--- config.mk ---
export PLATFORM = sky130hd
export DESIGN_NAME = uabd_top
export DESIGN_NICKNAME = d
export VERILOG_FILES = /design/src/logic/uabd_prescale.v /design/src/logic/uabd_edge.v /design/src/logic/uabd_top.v
export VERILOG_INCLUDE_DIRS = /design/src /design/src/shared
export SDC_FILE = /design/constraint.sdc
export NUM_CORES = 1
export LEC_CHECK = 0
export BUFFER_PORTS_ARGS = -buffer_cell sky130_fd_sc_hd__buf_2
export CAP_MARGIN = 20
export CORE_ASPECT_RATIO = 1.1
export CORE_MARGIN = 3
export CORE_UTILIZATION = 55
export DETAILED_ROUTE_END_ITERATION = 8
export PLACE_DENSITY = 0.74
export SKIP_CTS_REPAIR_TIMING = 1
export SLEW_MARGIN = 40
export SYNTH_ARGS = -nofsm -noshare
export SYNTH_HDL_FRONTEND = slang
export SYNTH_SLANG_ARGS = --single-unit
export TNS_END_PERCENT = 1
--- constraint.sdc ---
create_clock -name mclk -period 3.3 [get_ports mclk]
set_input_delay 0.165 -clock mclk [delete_from_list [all_inputs] [get_ports mclk]]
set_output_delay 0.165 -clock mclk [all_outputs]
set_load 0.02 [all_outputs]
--- src/shared/uabd_regs.vh ---
/*
  register offsets, field positions, reset values and timing counts
  for the autobaud detect block. assumes an 8-bit register port.
*/
`ifndef UABD_REGS_VH
`define UABD_REGS_VH
// ----------------------------------------
// offsets
// ----------------------------------------
`define UABD_ADDR_DIV_LOW 4'h0
`define UABD_ADDR_DIV_HIGH 4'h1
`define UABD_ADDR_BAUD_CTRL 4'h2
`define UABD_ADDR_MODE 4'h3
`define UABD_ADDR_RX_BUF 4'h4
`define UABD_ADDR_STATUS 4'h5
// ----------------------------------------
// baud control fields
// ----------------------------------------
`define UABD_BC_ABEN 0
`define UABD_BC_WAKE 1
`define UABD_BC_WIDE 3
`define UABD_BC_OVF 7
// ----------------------------------------
// mode fields
// ----------------------------------------
`define UABD_MD_HSPD 2
`define UABD_MD_SYNC 4
// ----------------------------------------
// status fields
// ----------------------------------------
`define UABD_ST_RXIF 0
`define UABD_ST_RXIDLE 1
`define UABD_ST_BRK 2
// ----------------------------------------
// reset values and counts
// ----------------------------------------
`define UABD_RST_BYTE 8'h00
`define UABD_DIV_512 10'h1ff
`define UABD_DIV_128 10'h07f
`define UABD_DIV_32 10'h01f
`define UABD_EDGES 3'h5
`endif

--- src/logic/uabd_prescale.v ---
/*
  measurement prescaler: one-cycle tick every divide+1 oscillator clocks.
  assumes the divide value is steady while running.
*/
`timescale 1ns/1ps
`include "uabd_regs.vh"
module uabd_prescale (
  input wire mclk,
  input wire resetn,
  input wire run,
  input wire [9:0] divide,
  output wire tick
);
  reg [9:0] cnt_reg;
  assign tick = run && (cnt_reg == divide);
  always @(posedge mclk or negedge resetn) begin
    if (!resetn) begin
      cnt_reg <= 10'h000;
    end else if (!run || tick) begin
      cnt_reg <= 10'h000;
    end else begin
      cnt_reg <= cnt_reg + 10'h001;
    end
  end
endmodule

--- src/logic/uabd_edge.v ---
/*
  rising and falling edge finder on the receive pin.
  assumes the pin is already synchronous to mclk.
*/
`timescale 1ns/1ps
module uabd_edge (
  input wire mclk,
  input wire resetn,
  input wire din,
  output wire rise,
  output wire fall
);
  reg last_reg;
  assign rise = din && !last_reg;
  assign fall = !din && last_reg;
  always @(posedge mclk or negedge resetn) begin
    if (!resetn) begin
      last_reg <= 1'b1;
    end else begin
      last_reg <= din;
    end
  end
endmodule

--- src/logic/uabd_top.v ---
/*
  autobaud detection for an enhanced serial port: registers, control
  machine and 16-bit rate generator counter. assumes the receive pin
  is synchronous to mclk, and break detection is signalled by the
  receiver elsewhere on break_seen.
*/
`timescale 1ns/1ps
`include "uabd_regs.vh"
// Behaviour
// - detect only in async mode, except a measurement already running
// - start bit with enable starts measurement
// - enable clears counter, then awaits start
// - count from first rising edge onward
// - fifth rising edge leaves bit period
// - enable clears itself at fifth edge
// - rollover sets overflow flag bit seven
// - software may set or clear overflow
// - rollover keeps detection and enable active
// - counter clocked at one eighth rate
// - prescale 512, 128 or 32 per selection
// - both divisor bytes form one counter
// - receiver held idle during detection
// - fifth edge sets receive interrupt flag
// - with wake on, detect after break
// - lsb first, start, data, stop framing
// - normal generator at x16 or x64
module uabd_top (
  input wire mclk,
  input wire resetn,
  input wire [3:0] addr,
  input wire [7:0] wdata,
  input wire wr,
  input wire rd,
  output reg [7:0] rdata,
  input wire serial_receive_pin,
  input wire break_seen,
  input wire [7:0] rx_data,
  output reg receive_interrupt_flag,
  output reg rx_hold_idle,
  output reg brg_tick,
  output reg autobaud_active
);
  localparam ST_IDLE = 2'h0;
  localparam ST_START = 2'h1;
  localparam ST_MEAS = 2'h2;
  localparam ST_BREAK = 2'h3;
  // ----------------------------------------
  // registers
  // ----------------------------------------
  reg [1:0] state_reg;
  reg [15:0] div_reg;
  reg autobaud_enable_reg;
  reg wake_on_break_enable_reg;
  reg wide_divisor_select_reg;
  reg autobaud_overflow_flag_reg;
  reg high_speed_select_reg;
  reg sync_mode_reg;
  reg [2:0] edge_cnt_reg;
  reg [15:0] gen_cnt_reg;
  reg [5:0] phase_reg;
  reg [7:0] rx_buf_reg;
  wire rise;
  wire fall;
  wire pre_tick;
  reg [9:0] pre_div;
  wire measuring;
  wire detect_ok;
  wire fifth;
  wire rollover;
  wire wr_ctrl;
  assign measuring = (state_reg == ST_MEAS);
  assign detect_ok = !sync_mode_reg;
  assign fifth = measuring && rise && (edge_cnt_reg == `UABD_EDGES - 3'h1);
  assign rollover = measuring && pre_tick && (div_reg == 16'hffff);
  assign wr_ctrl = wr && (addr == `UABD_ADDR_BAUD_CTRL);
  // ----------------------------------------
  // measurement clock select
  // ----------------------------------------
  always @* begin
    case ({wide_divisor_select_reg, high_speed_select_reg})
      2'b00: pre_div = `UABD_DIV_512;
      2'b11: pre_div = `UABD_DIV_32;
      default: pre_div = `UABD_DIV_128;
    endcase
  end
  uabd_prescale u_pre (
    .mclk(mclk),
    .resetn(resetn),
    .run(measuring && edge_cnt_reg != 3'h0),
    .divide(pre_div),
    .tick(pre_tick)
  );
  uabd_edge u_edge (
    .mclk(mclk),
    .resetn(resetn),
    .din(serial_receive_pin),
    .rise(rise),
    .fall(fall)
  );
  // ----------------------------------------
  // control machine
  // ----------------------------------------
  always @(posedge mclk or negedge resetn) begin
    if (!resetn) begin
      state_reg <= ST_IDLE;
      edge_cnt_reg <= 3'h0;
    end else begin
      case (state_reg)
        ST_IDLE: begin
          edge_cnt_reg <= 3'h0;
          if (autobaud_enable_reg && detect_ok) begin
            state_reg <= wake_on_break_enable_reg ? ST_BREAK : ST_START;
          end
        end
        ST_BREAK: begin
          if (!autobaud_enable_reg || !detect_ok) begin
            state_reg <= ST_IDLE;
          end else if (break_seen) begin
            state_reg <= ST_START;
          end
        end
        ST_START: begin
          if (!autobaud_enable_reg || !detect_ok) begin
            state_reg <= ST_IDLE;
          end else if (fall) begin
            state_reg <= ST_MEAS;
          end
        end
        ST_MEAS: begin
          if (!autobaud_enable_reg || fifth) begin
            state_reg <= ST_IDLE;
          end else if (rise) begin
            edge_cnt_reg <= edge_cnt_reg + 3'h1;
          end
        end
        default: state_reg <= ST_IDLE;
      endcase
    end
  end
  // ----------------------------------------
  // divisor pair and baud control
  // ----------------------------------------
  always @(posedge mclk or negedge resetn) begin
    if (!resetn) begin
      div_reg <= 16'h0000;
      autobaud_enable_reg <= 1'b0;
      wake_on_break_enable_reg <= 1'b0;
      wide_divisor_select_reg <= 1'b0;
      autobaud_overflow_flag_reg <= 1'b0;
      high_speed_select_reg <= 1'b0;
      sync_mode_reg <= 1'b0;
    end else begin
      if (wr && addr == `UABD_ADDR_MODE) begin
        high_speed_select_reg <= wdata[`UABD_MD_HSPD];
        sync_mode_reg <= wdata[`UABD_MD_SYNC];
      end
      if (wr_ctrl) begin
        wake_on_break_enable_reg <= wdata[`UABD_BC_WAKE];
        wide_divisor_select_reg <= wdata[`UABD_BC_WIDE];
      end
      // enable clears on fifth edge; rollover leaves it set
      if (fifth) begin
        autobaud_enable_reg <= 1'b0;
      end else if (wr_ctrl) begin
        autobaud_enable_reg <= wdata[`UABD_BC_ABEN];
      end
      // hardware set wins over software clear
      if (rollover) begin
        autobaud_overflow_flag_reg <= 1'b1;
      end else if (wr_ctrl) begin
        autobaud_overflow_flag_reg <= wdata[`UABD_BC_OVF];
      end
      if (state_reg == ST_IDLE && autobaud_enable_reg && detect_ok) begin
        div_reg <= 16'h0000;
      end else if (measuring && pre_tick) begin
        div_reg <= div_reg + 16'h0001;
      end else if (!measuring && wr && addr == `UABD_ADDR_DIV_LOW) begin
        div_reg[7:0] <= wdata;
      end else if (!measuring && wr && addr == `UABD_ADDR_DIV_HIGH) begin
        div_reg[15:8] <= wdata;
      end
    end
  end
  // ----------------------------------------
  // normal rate generator
  // ----------------------------------------
  // x16 or x64 clock; fast wide mode gives bit rate fosc/(4*(n+1))
  always @(posedge mclk or negedge resetn) begin
    if (!resetn) begin
      gen_cnt_reg <= 16'h0000;
      phase_reg <= 6'h00;
      brg_tick <= 1'b0;
    end else if (state_reg != ST_IDLE) begin
      gen_cnt_reg <= 16'h0000;
      phase_reg <= 6'h00;
      brg_tick <= 1'b0;
    end else begin
      brg_tick <= 1'b0;
      if (phase_reg != 6'h00) begin
        phase_reg <= phase_reg - 6'h01;
      end else if (gen_cnt_reg == 16'h0000) begin
        gen_cnt_reg <= wide_divisor_select_reg ? div_reg : {8'h00, div_reg[7:0]};
        brg_tick <= 1'b1;
        // phase stretches the oscillator into the per-tick prescale
        case ({wide_divisor_select_reg, high_speed_select_reg})
          2'b11: phase_reg <= 6'h00;
          2'b00: phase_reg <= 6'h03;
          default: phase_reg <= 6'h00;
        endcase
      end else begin
        gen_cnt_reg <= gen_cnt_reg - 16'h0001;
      end
    end
  end
  // ----------------------------------------
  // receive flag, hold and read port
  // ----------------------------------------
  always @(posedge mclk or negedge resetn) begin
    if (!resetn) begin
      receive_interrupt_flag <= 1'b0;
      rx_hold_idle <= 1'b0;
      autobaud_active <= 1'b0;
      rx_buf_reg <= `UABD_RST_BYTE;
      rdata <= `UABD_RST_BYTE;
    end else begin
      rx_hold_idle <= (state_reg == ST_START) || measuring;
      autobaud_active <= autobaud_enable_reg;
      if (fifth) begin
        receive_interrupt_flag <= 1'b1;
        rx_buf_reg <= rx_data;
      end else if (rd && addr == `UABD_ADDR_RX_BUF) begin
        receive_interrupt_flag <= 1'b0;
      end
      rdata <= `UABD_RST_BYTE;
      if (rd) begin
        case (addr)
          `UABD_ADDR_DIV_LOW: rdata <= div_reg[7:0];
          `UABD_ADDR_DIV_HIGH: rdata <= div_reg[15:8];
          `UABD_ADDR_BAUD_CTRL: rdata <= {autobaud_overflow_flag_reg, 3'h0,
            wide_divisor_select_reg, 1'b0, wake_on_break_enable_reg, autobaud_enable_reg};
          `UABD_ADDR_MODE: rdata <= {3'h0, sync_mode_reg, 1'b0, high_speed_select_reg, 2'h0};
          `UABD_ADDR_RX_BUF: rdata <= rx_buf_reg;
          `UABD_ADDR_STATUS: rdata <= {5'h00, state_reg == ST_BREAK, rx_hold_idle,
            receive_interrupt_flag};
          default: rdata <= `UABD_RST_BYTE;
        endcase
      end
    end
  end
endmodule

# --- After elaboration in Yosys (flattened, before gate mapping) ---
# Cells that the tools add are included.
op_classes:
  eq_ne: 20
  add_sub_neg: 5
  reduce_logical: 44
  mux: 37
ops:
  columns: ["operator", "count"]
  rows:
  - ["$mux W16", 6]
  - ["$pmux W8 S6", 1]
  - ["$mux W8", 4]
  - ["$mux W6", 3]
  - ["$pmux W9 S2", 1]
  - ["$logic_and A1 B1 Y1", 17]
  - ["$add A16 B1 Y16 const B", 1]
  - ["$eq A16 B16 Y1 const B", 1]
  - ["$logic_not A16 Y1", 1]
  - ["$mux W2", 8]
  - ["$sub A16 B1 Y16 const B", 1]
  - ["$reduce_bool A3 Y1", 4]
  - ["$add A10 B1 Y10 const B", 1]
  - ["$eq A10 B9 Y1", 1]
  - ["$mux W10", 1]
  - ["$reduce_bool A2 Y1", 5]
  - ["$mux W1", 9]
  - ["$ne A3 B3 Y1 const B", 3]
  - ["$eq A4 B2 Y1 const B", 2]
  - ["$eq A4 B3 Y1 const B", 2]
  - ["$ne A2 B2 Y1 const B", 4]
  - ["$pmux W2 S4", 1]
  - ["$eq A2 B2 Y1 const B", 3]
  - ["$logic_not A1 Y1", 6]
  - ["15 further kinds", 20]
totals:
  reg_bits: 80
  out_inout_bits: 12
  word_cells: 126
  input_bits: 26

# --- Longest topological paths before layout ---
# Gate-level depths: netlist of run 1.
depth:
  depth_word: 8
  mapped_depth: 9
  ltp_nobuf: 7

# --- Cells and area by module ---
# A second synthesis of run 1 with hierarchy kept.
hier_totals:
  hier_cells: 511
  area_unflattened_um2: 4654.5
by_module_without_submodules:
  columns: ["module", "seq_area_each_um2", "area_each_um2", "cells_per_inst", "n_inst"]
  rows:
  - ["uabd_top", 1726.7, 4050.1, 453, 1]
  - ["uabd_prescale", 250.2, 563.0, 55, 1]
  - ["uabd_edge", 26.3, 41.3, 3, 1]

# --- Worst setup path before layout of run 1 ---
# OpenSTA, ideal clock, no wires.
synth_path:
  kind: "register to register"
  from: "register state_reg[0]"
  to: "register div_reg[10]"
  path_buffers: 1
  t_arrival_ps: 2041
  required_time_ps: 3218
  synth_period_minus_slack_ps: 2123
  slack_ps: 1177
  stages_incl_launch_ff: 9
  setup_time_ps: 82
  path_cell_list: "dfrtp_1 -> inv_1 -> ha_1 -> inv_1 -> nor4b_2 -> o21ai_1 -> clkbuf_1 -> or4_1 -> a31oi_1"
synth_between:
  elab_chain_len: 6
  elab_cells_between_ends: 16
  cone_classes: "2 x eq/ne; 2 x mux; 12 x reduce/logical"
synth_lines:
  columns: ["item", "line_no", "rtl"]
  rows:
  - ["from (decl)", "uabd_top.v:50", "reg [1:0] state_reg;"]
  - ["from (signal assigned)", "uabd_top.v:112", "state_reg <= wake_on_break_enable_reg ? ST_BREAK : ST_START;"]
  - ["$eq A2 B2 Y1", "uabd_top.v:71", "assign measuring = (state_reg == ST_MEAS);"]
  - ["$logic_and A1 B1 Y1 / $logic_not A1 Y1 (equally long branches)", "uabd_top.v:89, uabd_top.v:177, uabd_top.v:179", null]
  - ["$logic_and A1 B1 Y1 (on tied branches)", "uabd_prescale.v:15, uabd_top.v:177, uabd_top.v:179", null]
  - ["$logic_and A1 B1 Y1 (on tied branches)", null, null]
  - ["$ne A3 B3 Y1 (no source line), or another cell as far along", null, null]
  - ["$reduce_and A2 Y1 (no source line) / $mux W16 (equally long branches)", null, null]
  - ["to (signal assigned)", "uabd_top.v:176", "div_reg <= div_reg + 16'h0001;"]
  - ["to (signal assigned)", "uabd_top.v:180", "div_reg[15:8] <= wdata;"]
  - ["to (decl)", "uabd_top.v:51", "reg [15:0] div_reg;"]
# Several ways; a longest one is shown, not always the timed one.
# A chain may end at the register's enable or synchronous reset.

# --- Worst setup path after layout of run 1 ---
layout_path:
  from: "register gen_cnt_reg[0]"
  to: "register gen_cnt_reg[4]"
layout_between:
  elab_chain_len: 4
  elab_cells_between_ends: 5
  cone_classes: "1 x add/sub; 3 x mux; 1 x reduce/logical"
layout_lines:
  columns: ["item", "line_no", "rtl"]
  rows:
  - ["from (decl)", "uabd_top.v:59", "reg [15:0] gen_cnt_reg;"]
  - ["from (signal assigned)", "uabd_top.v:202", "gen_cnt_reg <= wide_divisor_select_reg ? div_reg : {8'h00, div_reg[7:0]};"]
  - ["from (signal assigned)", "uabd_top.v:211", "gen_cnt_reg <= gen_cnt_reg - 16'h0001;"]
  - ["$sub A16 B1 Y16 / $logic_not A16 Y1 (equally long branches)", "uabd_top.v:211, uabd_top.v:201", null]
  - ["$mux W16 (*)", "uabd_top.v:201", "end else if (gen_cnt_reg == 16'h0000) begin"]
  - ["$mux W16 (*)", "uabd_top.v:199", "if (phase_reg != 6'h00) begin"]
  - ["$mux W16 (*)", "uabd_top.v:193", "end else if (state_reg != ST_IDLE) begin"]
# Every way passes the cells marked *; elsewhere a longest branch is shown, timed or not. The select of a mux whose other input is x is not followed.

==> impl_metrics.toml, run 1 <==
[logic_synthesis]
synth_warnings = 0
synth.lib_cells_used.distinct = 69
share_of_async_settable_or_async_resettable_flops_after_synthesis_pct = 100
netlist_top_cells_area = "dfrtp_1 43%, nor2_1 4.2%, mux2_2 4.2%, nand2_1 3.6%, a21oi_1 3.5%"
postSynthCellCount = 491
ys_dominant_reg_cell = "dfrtp_1"
synth_area_leader_cell = "dfrtp_1"
postSynthNetCount = 529
top_cells_by_instance_count_after_synthesis = "79 x dfrtp_1, 51 x nor2_1, 44 x nand2_1"
synth-seq-area-share_pct = 43.8
synthesis.area_per_instance_um2 = 9.31
syn_area_um2 = 4570
yosys_register_bits = 80
synth_most_common_cell = "dfrtp_1"
share_of_yosys_cell_area_claimed_by_the_top_area_cell_type_pct = 43.2
synth_edf_count = 0

[pwr]
irDropWorstVdd_uv = 472
power_density_nw_per_um2 = 835
power.leakage_nw = 2.18

[job]
maxCapViolations = 0

[place]
io_buffers = 37
placement.setup.worst_slack_ps = 739
detailed_place_hpwl_um = 7970
gp_routability_congestion = 0.887

[hold_path]
launch_instance_of_the_worst_min_delay_path = "rx_data[7]"
hold_class = "primary input to flop"

[sta]
final-max-slew-violation-count = 0
unrepaired_setup_endpoints_after_global_routing = "no"
final.setup_skew_ps = 7.88
clock.fmax_ghz = 0.376
timing.hold.ws_ps = 46.7
post-route-period-util_pct = 80.5
finalWorstPathRequiredPeriod_ps = 2660
final-setup-viol-count = 0
timing_worst_slew_pin_value_ps = 781
fin_setup_tns_ps = 0
worst_slew_margin_rel_pct = 47.4
postLayoutSetupSlackWorst_ps = 643
timing.final.hold_violations = 0

[critical_path]
cpPeakStageDelay_ps = 550
worstSetupStartpoint = "gen_cnt_reg[0]$_DFFE_PN0P_"
path_max_fanout = 19
worst-endpoint-required_ps = 3510
kind_of_cell_adding_the_most_delay_to_the_critical_path = "simple AND/OR/NAND/NOR gates"
timing.critical_path.to_type = "flop"
start_kind = "flop"
worst_r2r_startpoint = "gen_cnt_reg[0]$_DFFE_PN0P_"
arrival_ps = 2870
crit_buf_inv = 1
worstPathCellList = "inv_1 -> ha_1 -> nor4b_1 -> nand4_2 -> mux2_2 -> a22oi_1 -> nor2_1"
critPathKind = "flop to flop"
critPathSlowestCell = "nand4_2"

[clocking]
cts-buffers-inserted = 9
clkLatencyLatePin_ps = 350
tritoncts_clock_tree = "done"
path_clk_slew_ps = 80
number_of_levels_the_h_tree_was_split_into = 3
cts_buffer_depth = 2
clock-sinks = 80
cts-root-buf = "clkbuf_8"

[status]
status = "completed"

[detailed_routing]
detail_route.drc_violations = 0
post_drt_via_cell_ratio = 6.24
routedWlPerCell_um = 17.5
drt_pass1_iterations = 6
route.final.wire_length_um = 11100
via_count = 3950
drtIter0Drc = 303
drtAntennaViolNets = 0

[floorplanning]
num_io_pins = 38
die_h_um = 102
starting_density_of_the_core_pct = 57.2
core.rowCount = 34
fp.dieArea_um2 = 9450
coreArea_um2 = 8000
die_w_um = 92.9

[final_layout]
nets = 558
multi_input_area_um2 = 2390
fill_cells = 675
fin_util_pct = 63.3
sequential_cell_area_um2 = 2000
synth_to_final_area_change_pct = 10.6
diodes = 0
drive_gt1_share_pct = 16.2

[global_route]
grt_pass1_vias = 3755
global_route.usage.total_pct = 24.2
grt_start_max_net_pins = 81
grt_antenna_before_repair = 0
overflow = 0
grt_pass1_wl_um = 18200
## cell usage in the layout, fill, tap and decap left out, types with 3 or more instances in the layout
cell	n
xnor2_1	6
and3_1	4
inv_1	21
nor2b_1	6
or3_1	5
a22oi_1	3
and4_1	5
mux2_2	17
o211ai_1	5
nand2_1	44
a31oi_1	11
nor4_1	5
ha_1	12
nand3_1	17
a211oi_1	8
nor2_1	51
dfrtp_1	79
mux2i_1	14
nand3b_1	5
clkbuf_8	10
buf_2	36
nand4_1	7
xor2_1	7
a21oi_1	32
a311oi_1	3
a22o_1	5
nand2b_1	6
o21ai_0	23
and2_1	3
or4_1	4
o311ai_0	3
nor3_1	13
## per-stage QoR
| step | instance area (um2) | power, mW | instances |
|---|---|---|---|
| floorplan | 4570 | 2.94 | 491 |
| global placement | 4810 | 3.31 | 615 |
| detailed placement | 4820 | 3.39 | 615 |
| CTS | 5040 | 4.20 | 631 |
| global route | 5060 | 4.52 | 633 |
| finish | 5060 | 4.23 | 633 |
## worst paths after layout
path	end	slack (ps)	cells past startpoint
setup / recovery	gen_cnt_reg[4]$_DFFE_PN0P_	640	7
hold / removal	rx_buf_reg[7]$_DFFE_PN0P_	50	2
setup reg to reg	gen_cnt_reg[4]$_DFFE_PN0P_	640	7
hold reg to reg	u_pre.cnt_reg[0]$_DFF_PN0_	480	1
max in group asynchronous	high_speed_select_reg$_DFFE_PN0P_	2390	2
min in group asynchronous	phase_reg[4]$_DFFE_PN0P_	420	2
## power breakdown
part	leakage [nW]	internal, mW	switching (mW)
clock network	0.106	0.446	0.355
logic	0.994	0.739	1.20
registers	1.08	1.19	0.299
## area by class of cell
class,count,share of cell area [%]
Inverter,21,1.56
Sequential cell,80,39.6
Clock buffer,11,2.79
Tap cell,108,2.67
Timing Repair Buffer,41,4.48
Clock inverter,5,1.58
Multi-Input combinational cell,367,47.3
## metal layers
layer / wire (um) / up-vias / GRT usage, % / share of wire, %
li1: - / 1860 / - / -
met1: 4790 / 1937 / 31.8 / 43
met2: 5390 / 135 / 40.3 / 49
met3: 619 / 18 / 3.64 / 5.6
met4: 251 / 0 / 9.58 / 2.3
met5: 0 / - / 0 / 0
## worst reg2reg max path: cells and delay by family, from the launching register on
family                     cells  cell delay (ps)
DFF                            1              420
buffers and inverters          1              120
and+or+nand+nor                3             1150
AOI/OAI and AO/OA              1              220
muxes                          1              460
adders and majority gates      1              150
## kinds of logic after synthesis
kind of cell	after synthesis	share of synthesized area [%]
buf+inv	44	3.91
fa+ha+maj	12	3.28
compound gates	120	17.1
xor+xnor	13	2.49
mux	32	7.74
simple gates	190	21.6
flops	80	43.8
Note: power is estimated with default switching activity, not from simulation.
==> inputs of run 2 (changes only) <==
- CORE_UTILIZATION: 55 -> 54
- PLACE_DENSITY: 0.74 -> 0.76
- clock period: 3.3 -> 2.18 ns (I/O delays scaled with it)
==> run 2 against run 1 <==
The run now ends with hold timing left. Register-to-register slack worse by 590 ps. Power is 66% higher. Maximum frequency is 25% higher. Sequential cell count stayed put. Largest power group unchanged. Clock power is 52% higher. Final area is 6.7% higher. Routed wire length is 7.0% higher. Via count is 5.2% higher. Setup slack worse by 590 ps. Largest cell class unchanged. Hold slack worse by 54 ps. Clock skew is 2.1 ps higher. Die area is 1.7% higher.
==> impl_metrics.toml, run 2 (synthesis gave the netlist of run 1 again) <==
[detailed_routing]
detail_route.drc_violations = 0
drtAntennaViolNets = 0
drt_pass1_iterations = 5
via_count = 4157
routedWlPerCell_um = 17.5
route.final.wire_length_um = 11800
drtIter0Drc = 264
post_drt_via_cell_ratio = 6.17

[global_route]
grtUsageMet3_pct = 4.09
grt_pass1_wl_um = 19300
grt-busiest-layer = "met2"
grt_antenna_before_repair = 0
global_route.usage.total_pct = 25.5
grt_use_met2_pct = 43.3
grt.met1_usage_pct = 33.2
grt_pass1_vias = 3991
overflow = 0
grt_start_max_net_pins = 43

[place]
io_buffers = 37
gp_routability_congestion = 0.907
placedInstanceArea_um2 = 5090
detailed_place_hpwl_um = 8730
placement.setup.worst_slack_ps = 24.4
placed_cells_incl_taps = 652

[sta]
timing_worst_slew_pin_value_ps = 589
unrepaired_setup_endpoints_after_global_routing = "yes"
timing.final.hold_violations = 2
postLayoutSetupSlackWorst_ps = 52.6
timing.hold.ws_ps = -7.66
final-setup-viol-count = 0
final.setup_skew_ps = 10.0
post-route-period-util_pct = 97.6
final-max-slew-violation-count = 0
worst_slew_margin_rel_pct = 60.6
finalWorstPathRequiredPeriod_ps = 2130
clock.fmax_ghz = 0.470

[critical_path]
worst-endpoint-required_ps = 2460
kind_of_cell_adding_the_most_delay_to_the_critical_path = "simple AND/OR/NAND/NOR gates"
start_kind = "flop"
timing.critical_path.to_type = "flop"
worstPathCellList = "or4_4 -> or3_4 -> or3_1 -> a211o_1 -> o21ai_2"
critPathKind = "flop to flop"
cpPeakStageDelay_ps = 560
critPathSlowestCell = "or4_4"
crit_buf_inv = 0
path_max_fanout = 5
arrival_ps = 2400

[hold_path]
hold_class = "primary input to flop"

[final_layout]
fill_cells = 633
final_cell_mix = "78 x dfrtp_1, 51 x nor2_1, 44 x nand2_1"
drive_gt1_share_pct = 22.3
layout.cells.most_common = "dfrtp_1"
layout.cell_area.non_filler_um2 = 5400
nets = 599
synth_to_final_area_change_pct = 18.1
layout.cells.non_filler = 674
sequential_cell_area_um2 = 2000
multi_input_area_um2 = 2420
diodes = 0

[floorplanning]
fp.dieArea_um2 = 9610
die_w_um = 93.7
die_h_um = 103
starting_density_of_the_core_pct = 56.6
core.rowCount = 34
num_io_pins = 38
coreArea_um2 = 8080

[clocking]
tritoncts_clock_tree = "done"
path_clk_slew_ps = 80
clkLatencyLatePin_ps = 350
cts-buffers-inserted = 9
cts_buffer_depth = 2
clock-sinks = 80
cts-root-buf = "clkbuf_8"
number_of_levels_the_h_tree_was_split_into = 3

[pwr]
power.leakage_nw = 2.37
power_density_nw_per_um2 = 1300
irDropWorstVdd_uv = 819

[job]
maxCapViolations = 0

[status]
status = "finished, violations left"
failed_checks = "hold timing"
-- run 2: cell type report --
class | count | area share, %
Inverter | 21 | 1.46
Timing Repair Buffer | 82 | 9.97
Multi-Input combinational cell | 367 | 44.8
Clock inverter | 4 | 1.41
Tap cell | 108 | 2.50
Clock buffer | 12 | 2.69
Sequential cell | 80 | 37.1
-- run 2: path summary, 6_finish.rpt --
kind	slack, ps	start	cells past startpoint	to
worst max-delay path	50	gen_cnt_reg[6]$_DFFE_PN0P_	5	gen_cnt_reg[10]$_DFFE_PN0P_
min in group asynchronous	280	resetn	2	phase_reg[4]$_DFFE_PN0P_
max in group asynchronous	1220	resetn	3	u_edge.last_reg$_DFF_PN1_
worst min register to register	490	u_pre.cnt_reg[0]$_DFF_PN0_	1	u_pre.cnt_reg[0]$_DFF_PN0_
worst min-delay path	-8	rx_data[7]	2	rx_buf_reg[7]$_DFFE_PN0P_
worst max register to register	50	gen_cnt_reg[6]$_DFFE_PN0P_	5	gen_cnt_reg[10]$_DFFE_PN0P_
-- run 2: metrics by stage --
stage	TNS [ps]	utilization (%)	power, mW
5_1_grt	-28.2	66.8	7.53
2_1_floorplan	0	-	4.45
6_report	0	66.8	7.02
3_3_place_gp	0	63.0	5.54
4_1_cts	0	65.7	6.89
3_5_place_dp	0	63.0	5.64
-- run 2: power by group --
| part | switching [mW] | leakage, nW | internal, mW |
|---|---|---|---|
| Sequential | 0.367 | 1.08 | 1.80 |
| Clock | 0.538 | 0.107 | 0.682 |
| Combinational | 2.03 | 1.19 | 1.60 |
-- run 2: metal layers --
| layer | vias to the layer above | share of wire [%] |
|---|---|---|
| met2 | 187 | 49 |
| met5 | - | 0 |
| met1 | 2005 | 42 |
| met3 | 29 | 6.8 |
| met4 | 0 | 2.3 |
| li1 | 1936 | - |
